$ cat config.mk
export PLATFORM = sky130hd
export DESIGN_NAME = bmc_config_regs
export DESIGN_NICKNAME = d
export VERILOG_FILES = /design/src/rtl/bmc_pkg.sv /design/src/rtl/bmc_cfg_reg.sv /design/src/rtl/bmc_config_regs.sv
export SDC_FILE = /design/constraint.sdc
export NUM_CORES = 1
export LEC_CHECK = 0
export BUFFER_PORTS_ARGS = -buffer_cell sky130_fd_sc_hd__buf_2
export CAP_MARGIN = 20
export CORE_MARGIN = 8
export CORE_UTILIZATION = 45
export CTS_BUF_LIST = sky130_fd_sc_hd__clkbuf_16
export CTS_CLUSTER_DIAMETER = 120
export DETAILED_ROUTE_END_ITERATION = 12
export PLACE_DENSITY = 0.72
export REMOVE_ABC_BUFFERS = 1
export SYNTH_ARGS = -nofsm -noshare
export SYNTH_HDL_FRONTEND = slang
export SYNTH_HIERARCHICAL = 1
export SYNTH_SLANG_ARGS = --single-unit
$ cat constraint.sdc
create_clock -name clk_i -period 1.1 [get_ports clk_i]
set_input_delay 0.11 -clock clk_i [delete_from_list [all_inputs] [get_ports clk_i]]
set_output_delay 0.11 -clock clk_i [all_outputs]
set_load 0.01 [all_outputs]
$ cat src/rtl/bmc_pkg.sv
// Constants for the bias and monitor configuration register bank
package bmc_pkg;

  // ==========================================================
  // Register map
  localparam logic [7:0] BIAS_PIN_CONFIG_ADDR = 8'h08;
  localparam logic [7:0] MON_CAL_CONTROL_ADDR = 8'h09;
  localparam logic [7:0] BIAS_PIN_CONFIG_RST = 8'h00;
  localparam logic [7:0] MON_CAL_CONTROL_RST = 8'h10;
  localparam logic [7:0] UNMAPPED_READ_VALUE = 8'h00;

  // ==========================================================
  // Bias register fields
  localparam int BIAS_LEVEL_BIT = 7;
  localparam int BIAS_COMMON_BIT = 6;
  localparam int BIAS_PINS_MSB = 5;
  localparam int BIAS_PINS_LSB = 0;

  // ==========================================================
  // Monitor and calibration register fields
  localparam int MON_SEL_MSB = 7;
  localparam int MON_SEL_LSB = 5;
  localparam int CAL_AVG_MSB = 4;
  localparam int CAL_AVG_LSB = 3;
  localparam int TIMEOUT_EN_BIT = 2;
  localparam int CRC_EN_BIT = 1;
  localparam int STATUS_EN_BIT = 0;

  // ==========================================================
  // Monitor codes
  localparam logic [2:0] MON_OFF = 3'h0;
  localparam logic [2:0] MON_MID_SHORT = 3'h1;
  localparam logic [2:0] MON_TEMP = 3'h2;
  localparam logic [2:0] MON_ANALOG_SUPPLY = 3'h3;
  localparam logic [2:0] MON_DIGITAL_SUPPLY = 3'h4;
  localparam logic [2:0] MON_BURNOUT_LOW = 3'h5;
  localparam logic [2:0] MON_BURNOUT_MID = 3'h6;
  localparam logic [2:0] MON_BURNOUT_HIGH = 3'h7;

  // Burn-out current levels on burnout_level_o
  localparam logic [1:0] BURNOUT_0P2_UA = 2'h0;
  localparam logic [1:0] BURNOUT_1_UA = 2'h1;
  localparam logic [1:0] BURNOUT_10_UA = 2'h2;

  // Supply monitor select on supply_monitor_sel_o
  localparam logic [1:0] SUPPLY_NONE = 2'h0;
  localparam logic [1:0] SUPPLY_ANALOG = 2'h1;
  localparam logic [1:0] SUPPLY_DIGITAL = 2'h2;

  // ==========================================================
  // Calibration averaging codes and sample counts
  localparam logic [1:0] CAL_AVG_1 = 2'h0;
  localparam logic [1:0] CAL_AVG_4 = 2'h1;
  localparam logic [1:0] CAL_AVG_8 = 2'h2;
  localparam logic [1:0] CAL_AVG_16 = 2'h3;
  localparam logic [4:0] CAL_SAMPLES_1 = 5'h01;
  localparam logic [4:0] CAL_SAMPLES_4 = 5'h04;
  localparam logic [4:0] CAL_SAMPLES_8 = 5'h08;
  localparam logic [4:0] CAL_SAMPLES_16 = 5'h10;

endpackage

$ cat src/rtl/bmc_cfg_reg.sv
// One 8-bit read/write configuration register with a reset value
`timescale 1ns/10ps
`default_nettype none

module bmc_cfg_reg #(
  parameter logic [7:0] RESET_VALUE = 8'h00
) (
  input wire logic clk_i,
  input wire logic rstn_i,
  input wire logic wr_en_i,
  input wire logic [7:0] wr_data_i,
  output logic [7:0] value_o
);

  // ==========================================================
  // Storage
  always_ff @(posedge clk_i or negedge rstn_i) begin
    if (!rstn_i) begin
      value_o <= RESET_VALUE;
    end else if (wr_en_i) begin
      value_o <= wr_data_i;
    end
  end

endmodule // bmc_cfg_reg

`default_nettype wire

$ cat src/rtl/bmc_config_regs.sv
// Bias pin and monitor/calibration configuration register bank
`timescale 1ns/10ps
`default_nettype none

module bmc_config_regs (
  input wire logic clk_i,
  input wire logic rstn_i,
  input wire logic wr_en_i,
  input wire logic rd_en_i,
  input wire logic [7:0] addr_i,
  input wire logic [7:0] wr_data_i,
  output logic [7:0] rd_data_o,
  output logic rd_valid_o,
  output logic bias_gen_enable_o,
  output logic bias_level_select_o,
  output logic bias_on_common_input_o,
  output logic [5:0] bias_on_analog_input_pin_o,
  output logic [2:0] monitor_select_o,
  output logic mid_supply_short_o,
  output logic temp_sensor_enable_o,
  output logic [1:0] supply_monitor_sel_o,
  output logic gain_force_one_o,
  output logic input_mux_open_o,
  output logic burnout_enable_o,
  output logic [1:0] burnout_level_o,
  output logic [4:0] cal_average_count_o,
  output logic timeout_enable_o,
  output logic crc_enable_o,
  output logic prepend_status_byte_o
);

  // ==========================================================
  // Register storage
  logic [7:0] bias_pin_config_reg;
  logic [7:0] monitor_and_cal_control_reg;
  logic bias_wr;
  logic mon_wr;

  assign bias_wr = wr_en_i && (addr_i == bmc_pkg::BIAS_PIN_CONFIG_ADDR);
  assign mon_wr = wr_en_i && (addr_i == bmc_pkg::MON_CAL_CONTROL_ADDR);

  // Whole byte written, every bit free
  bmc_cfg_reg #(
    .RESET_VALUE(bmc_pkg::BIAS_PIN_CONFIG_RST)
  ) u_bias_pin_config (
    .clk_i(clk_i),
    .rstn_i(rstn_i),
    .wr_en_i(bias_wr),
    .wr_data_i(wr_data_i),
    .value_o(bias_pin_config_reg)
  );

  // Monitor and calibration control
  bmc_cfg_reg #(
    .RESET_VALUE(bmc_pkg::MON_CAL_CONTROL_RST)
  ) u_monitor_and_cal_control (
    .clk_i(clk_i),
    .rstn_i(rstn_i),
    .wr_en_i(mon_wr),
    .wr_data_i(wr_data_i),
    .value_o(monitor_and_cal_control_reg)
  );

  // ==========================================================
  // Read port
  logic [7:0] rd_data_next;

  always_comb begin
    rd_data_next = bmc_pkg::UNMAPPED_READ_VALUE;
    if (addr_i == bmc_pkg::BIAS_PIN_CONFIG_ADDR) begin
      rd_data_next = bias_pin_config_reg;
    end else if (addr_i == bmc_pkg::MON_CAL_CONTROL_ADDR) begin
      rd_data_next = monitor_and_cal_control_reg;
    end
  end

  always_ff @(posedge clk_i or negedge rstn_i) begin
    if (!rstn_i) begin
      rd_data_o <= 8'h00;
      rd_valid_o <= 1'b0;
    end else begin
      rd_valid_o <= rd_en_i;
      if (rd_en_i) begin
        rd_data_o <= rd_data_next;
      end
    end
  end

  // ==========================================================
  // Bias control
  logic [6:0] bias_conn;

  assign bias_conn = bias_pin_config_reg[bmc_pkg::BIAS_COMMON_BIT:
                                         bmc_pkg::BIAS_PINS_LSB];

  always_ff @(posedge clk_i or negedge rstn_i) begin
    if (!rstn_i) begin
      bias_gen_enable_o <= 1'b0;
      bias_level_select_o <= 1'b0;
      bias_on_common_input_o <= 1'b0;
      bias_on_analog_input_pin_o <= 6'h00;
    end else begin
      bias_gen_enable_o <= |bias_conn;
      bias_level_select_o <=
        bias_pin_config_reg[bmc_pkg::BIAS_LEVEL_BIT];
      bias_on_common_input_o <=
        bias_pin_config_reg[bmc_pkg::BIAS_COMMON_BIT];
      bias_on_analog_input_pin_o <=
        bias_pin_config_reg[bmc_pkg::BIAS_PINS_MSB:
                            bmc_pkg::BIAS_PINS_LSB];
    end
  end

  // ==========================================================
  // Monitor decode
  logic [2:0] mon_code;

  assign mon_code = monitor_and_cal_control_reg[bmc_pkg::MON_SEL_MSB:
                                                bmc_pkg::MON_SEL_LSB];

  always_ff @(posedge clk_i or negedge rstn_i) begin
    if (!rstn_i) begin
      monitor_select_o <= 3'h0;
      mid_supply_short_o <= 1'b0;
      temp_sensor_enable_o <= 1'b0;
      supply_monitor_sel_o <= 2'h0;
      gain_force_one_o <= 1'b0;
      input_mux_open_o <= 1'b0;
      burnout_enable_o <= 1'b0;
      burnout_level_o <= 2'h0;
    end else begin
      monitor_select_o <= mon_code;
      mid_supply_short_o <= (mon_code == bmc_pkg::MON_MID_SHORT);
      // Amplifier enable stays with the host
      temp_sensor_enable_o <= (mon_code == bmc_pkg::MON_TEMP);
      gain_force_one_o <= (mon_code == bmc_pkg::MON_ANALOG_SUPPLY) ||
                          (mon_code == bmc_pkg::MON_DIGITAL_SUPPLY);
      input_mux_open_o <= (mon_code != bmc_pkg::MON_OFF) &&
                          (mon_code < bmc_pkg::MON_BURNOUT_LOW);
      burnout_enable_o <= (mon_code >= bmc_pkg::MON_BURNOUT_LOW);
      unique case (mon_code)
        bmc_pkg::MON_ANALOG_SUPPLY: begin
          supply_monitor_sel_o <= bmc_pkg::SUPPLY_ANALOG;
        end
        bmc_pkg::MON_DIGITAL_SUPPLY: begin
          supply_monitor_sel_o <= bmc_pkg::SUPPLY_DIGITAL;
        end
        default: begin
          supply_monitor_sel_o <= bmc_pkg::SUPPLY_NONE;
        end
      endcase
      unique case (mon_code)
        bmc_pkg::MON_BURNOUT_MID: begin
          burnout_level_o <= bmc_pkg::BURNOUT_1_UA;
        end
        bmc_pkg::MON_BURNOUT_HIGH: begin
          burnout_level_o <= bmc_pkg::BURNOUT_10_UA;
        end
        default: begin
          burnout_level_o <= bmc_pkg::BURNOUT_0P2_UA;
        end
      endcase
    end
  end

  // ==========================================================
  // Calibration averaging and readout options
  logic [1:0] cal_code;

  assign cal_code = monitor_and_cal_control_reg[bmc_pkg::CAL_AVG_MSB:
                                                bmc_pkg::CAL_AVG_LSB];

  always_ff @(posedge clk_i or negedge rstn_i) begin
    if (!rstn_i) begin
      cal_average_count_o <= bmc_pkg::CAL_SAMPLES_8;
      timeout_enable_o <= 1'b0;
      crc_enable_o <= 1'b0;
      prepend_status_byte_o <= 1'b0;
    end else begin
      unique case (cal_code)
        bmc_pkg::CAL_AVG_1: cal_average_count_o <= bmc_pkg::CAL_SAMPLES_1;
        bmc_pkg::CAL_AVG_4: cal_average_count_o <= bmc_pkg::CAL_SAMPLES_4;
        bmc_pkg::CAL_AVG_8: cal_average_count_o <= bmc_pkg::CAL_SAMPLES_8;
        bmc_pkg::CAL_AVG_16: cal_average_count_o <= bmc_pkg::CAL_SAMPLES_16;
      endcase
      timeout_enable_o <=
        monitor_and_cal_control_reg[bmc_pkg::TIMEOUT_EN_BIT];
      crc_enable_o <=
        monitor_and_cal_control_reg[bmc_pkg::CRC_EN_BIT];
      prepend_status_byte_o <=
        monitor_and_cal_control_reg[bmc_pkg::STATUS_EN_BIT];
    end
  end
endmodule // bmc_config_regs

`default_nettype wire

==> reports/results.env <==
NUM-NETS-FINAL=220
PWR_DENSITY_CELL_mW_PER_MM2=1455
FLOORPLAN.INITIALDENSITY_PCT=46.15
STD_CELL_ROWS=24
SYNTH_FF_TYPE='sky130_fd_sc_hd__dfrtp_1'
ROUTED_WIRE_LENGTH_PER_INSTANCE_UM=16.92
SLEW_HEADROOM_PCT=63.68
WORST-PATH-BUF-INV=2
P_INT_mW=3.027
ANTENNADIODECOUNT=0
DRTPASS1ITERATIONS=4
WL_MET1_UM=1858
CRITICAL_PATH.MAX_STAGE_DELAY_NS=0.56
DR_WL_MET2_UM=1963
WORST_PATH_MAX_DELAY_CELL='sky130_fd_sc_hd__or4b_4'
NET_SW_POWER_uW=864.4
TOP_LAYER_USED='met4'
CTS_TREE='yes'
POST-CTS-SETUP-BUFFERS=0
COUNT_OF_BUFFERS_INSERTED_AT_THE_TOP_LEVEL_PORTS=56
POSTLAYOUTCOREUTIL_PCT=62.27
ROUTABILITYCONGESTION=0.8295
FP.COREAREA_SQ_MM=0.004294
SYNTH_TOP_AREA_SHARE_PCT=64.39
GATE_COUNT_AFTER_TECHNOLOGY_MAPPING=128
WORSTSKEWPAIRLATENCY_NS=0.29
FINAL.SETUP.WORST_SLACK_NS=-0.2660
POWER_FRAC_SEQ_PCT=53.4
INITIAL_ANTENNA_VIOLATION_COUNT=0
PATH_MAX_FANOUT=8
CLOCK_SINK_COUNT=53
POWER.CLOCK.FRACTION_PCT=37.5
VIOLATIONS='negative setup slack'
CELLLEAKAGEPOWER_nW=1.552
PLACED_CELLS_INCL_TAPS=244
SYNTH_AREA_LEADER_CELL='sky130_fd_sc_hd__dfrtp_1'
GLOBALROUTEOVERFLOWTOTAL=0
PEAKVDDDROP_mV=0.7449
SHARE_COMB_OF_TOTAL_POWER_PCT=9.1
PROPORTION_OF_REGISTER_BITS_WITH_ASYNCHRONOUS_SET_OR_RESET_AFTER_SYNTHESIS_PCT=100.0
DETAIL_ROUTE.DRC_VIOLATIONS=0
FP.DIEAREA_SQ_MM=0.006784
TIMING_WORST_SLEW_PIN_VALUE_NS=0.5442
LAYOUT-AREA-OVERHEAD-VS-SYNTH_PCT=34.91
DRIVE_GT1_SHARE_PCT=55.72
CTS_INSERTED_BUFFERS=5
GRT_USE_TOTAL_PCT=13.80
POST_SYNTH_INSTANCE_AREA_SQ_MM=0.001982
DP_HPWL_UM=3226
CTS_HTREE_LEVELS=2
SYNTHDISTINCTLIBCELLS=24
LAYOUT.CELLS.NON_FILLER=253
POST_DRT_VIA_CELL_RATIO=5.004
ROUTE.ANTENNA.REMAINING_NETS=0
YS_SEQ_AREA_SHARE_PCT=67.05
ITERATION_0_DRC_COUNT_OF_THE_DETAILED_ROUTER=49
SYNTH-EDFF-COUNT=0
DIEWIDTH_UM=82.37
YOSYS-TOP-CELLS-AREA='sky130_fd_sc_hd__dfrtp_1, sky130_fd_sc_hd__mux2_4, sky130_fd_sc_hd__mux2i_1, sky130_fd_sc_hd__o41ai_1, sky130_fd_sc_hd__dfstp_2'
MAX_CAP_VIOLATIONS=0
YS.WARNINGS.COUNT=6
SETUP_REPAIR_AFTER_GLOBAL_ROUTING_MISSED_ITS_MARGIN='true'
FINALWORSTPATHREQUIREDPERIOD_NS=1.366
WORST_CLOCK_SKEW_NS=0.004158
FILLERINSTANCES=332
SETUP.WORST_PATH.CLASS='in -> reg'
REPORT.POWER.TOTAL_mW=3.891
VIAS=1266
MAX_FREQ_MHz=732.0
GRT_FIRST_PASS_WIRELENGTH_UM=7010
CRITPATHTOPFAMILY='simple AND/OR/NAND/NOR gates'
CP_CELL_SEQUENCE='buf_6, or4b_4, nor4_2, buf_4, mux2_4'
COMMONEST_CELLS_AFTER_ROUTING_FILL_AND_TAPS_ASIDE='sky130_fd_sc_hd__buf_2, sky130_fd_sc_hd__dfrtp_1, sky130_fd_sc_hd__buf_4, sky130_fd_sc_hd__mux2_4'
CLOCK_PATH_BUFFERS=2
PATH_CATEGORY_OF_THE_WORST_MIN_DELAY_CHECK='in -> reg'
TIMING.CRITICAL_PATH.REQUIRED_NS=1.27
SLEW_VIOLATIONS=0
CP-START-KIND='input pin'
SWITCHING_SHARE_PCT=22.21
FINAL_COMMON_CELL='sky130_fd_sc_hd__buf_2'
DR_WL_MET3_UM=418
VIAS_IN_THE_FIRST_GLOBAL_ROUTE=1405
YS_SEQ_ELEMENTS=53
TNS_NS=-3.574
SETUP_VIOL_COUNT_FINAL=17
GRT_MAX_DEGREE=21
LIBRARY_CELL_USED_AS_CLOCK_ROOT_BUFFER='sky130_fd_sc_hd__clkbuf_16'
FIN_CRIT_SH_PCT=124.2
SYN_AREA_PER_CELL_SQ_UM=15.48
WORST_EP_ARRIVAL_TIME_NS=1.54
CLKTRANSATPATHREGS_NS=0.06
STATUS='finished, violations left'
FINAL-HOLD-VIOLATION-COUNT=0
DIE-HEIGHT_UM=82.37
IO-PIN-COUNT=58
ROUTED_WIRELENGTH_UM=4280
CRITPATHCAPTURETYPE='flip-flop'
## synth_stat cells (all sizes together) (2+ instances only)
library cell	instances
mux2	16
nand2	2
mux2i	8
buf	4
dfstp	2
nor3	2
dfrtp	51
nor2b	2
clkbuf	5
nand2b	8
nor4	3
nor2	3
inv	3
nor3b	3
o41ai	8
## routing by layer
metal | GRT usage (%) | vias to the layer above
met5 | 0 | -
met4 | 4.211 | 0
met3 | 5.952 | 6
met2 | 21.06 | 53
met1 | 17.36 | 621
li1 | - | 586
## power groups by stage
stage | logic (mW) | clock network, mW | registers (mW)
5_1_grt | 0.392 | 1.59 | 2.09
6_report | 0.355 | 1.46 | 2.08
3_5_place_dp | 0.337 | 0 | 2.11
3_3_place_gp | 0.327 | 0 | 2.11
2_1_floorplan | 0.0967 | 0 | 2.14
4_1_cts | 0.350 | 1.50 | 2.08
## final cells by class
cell class	instances	area, sq um	share of cell area, %
Sequential cell	53	1330	49.74
Multi-Input combinational cell	63	704.4	26.35
Timing Repair Buffer	74	424.2	15.86
Clock buffer	5	125.1	4.679
Tap cell	52	65.06	2.433
Clock inverter	3	13.76	0.5147
Inverter	3	11.26	0.4212
## path summary, 6_finish.rpt
kind | start | to | slack (ns) | cells past startpoint
max | addr_i[1] | u_monitor_and_cal_control/value_o[7] | -0.27 | 5
min | wr_data_i[5] | u_monitor_and_cal_control/value_o[5] | 0.07 | 2
max reg2reg | u_monitor_and_cal_control/value_o[6] | gain_force_one_o | 0.06 | 2
min reg2reg | u_bias_pin_config/value_o[7] | bias_level_select_o | 0.42 | 0
max in group asynchronous | rstn_i | cal_average_count_o[3] | 0.29 | 3
min in group asynchronous | rstn_i | burnout_level_o[1] | 0.29 | 2
## cells by family (layout without fill, tap and decap cells)
kind of cell | Yosys count | after routing | share of synthesized area, %
flip-flops | 53 | 53 | 67.05
AND/OR/NAND/NOR | 29 | 29 | 9.092
multiplexers | 24 | 24 | 16.16
buffers and inverters | 12 | 85 | 3.599
AO/OA/AOI/OAI | 9 | 9 | 3.914
other | 1 | 1 | 0.1892
## worst reg2reg max path: stages, from the launching register on
cell and delay (ns):
sky130_fd_sc_hd__dfrtp_2 0.44, sky130_fd_sc_hd__and3b_1 0.20, sky130_fd_sc_hd__or2_2 0.29
## what timing repair did
action	4_1_cts	5_1_grt
hold buffers	1	0
resized for setup	6	9
pin swaps	1	0
hold endpoints to repair	14	0
endpoints found under the setup margin	21	24
## metrics by stage
| step | setup slack [ns] | hold WS [ns] | cell area [sq um] |
|---|---|---|---|
| finish | -0.2660 | 0.06960 | 2674 |
| CTS | -0.2679 | 0.06358 | 2604 |
| global placement | -0.5609 | 0.05782 | 2407 |
| global route | -0.3145 | 0.06160 | 2674 |
| floorplan | -1.404 | -0.1856 | 1922 |
| detailed placement | -0.5840 | 0.06409 | 2407 |
## registers in the layout, summed over array words and instances, names as in the netlist
register	cells
bias_gen_enable_o	1
bias_level_select_o	1
bias_on_analog_input_pin_o	6
bias_on_common_input_o	1
burnout_enable_o	1
burnout_level_o	2
cal_average_count_o	4
crc_enable_o	1
gain_force_one_o	1
input_mux_open_o	1
mid_supply_short_o	1
monitor_select_o	3
prepend_status_byte_o	1
rd_data_o	8
rd_valid_o	1
supply_monitor_sel_o	2
temp_sensor_enable_o	1
timeout_enable_o	1
u_bias_pin_config/value_o	8
u_monitor_and_cal_control/value_o	8
No activity file was read; power rests on OpenSTA's default activity.
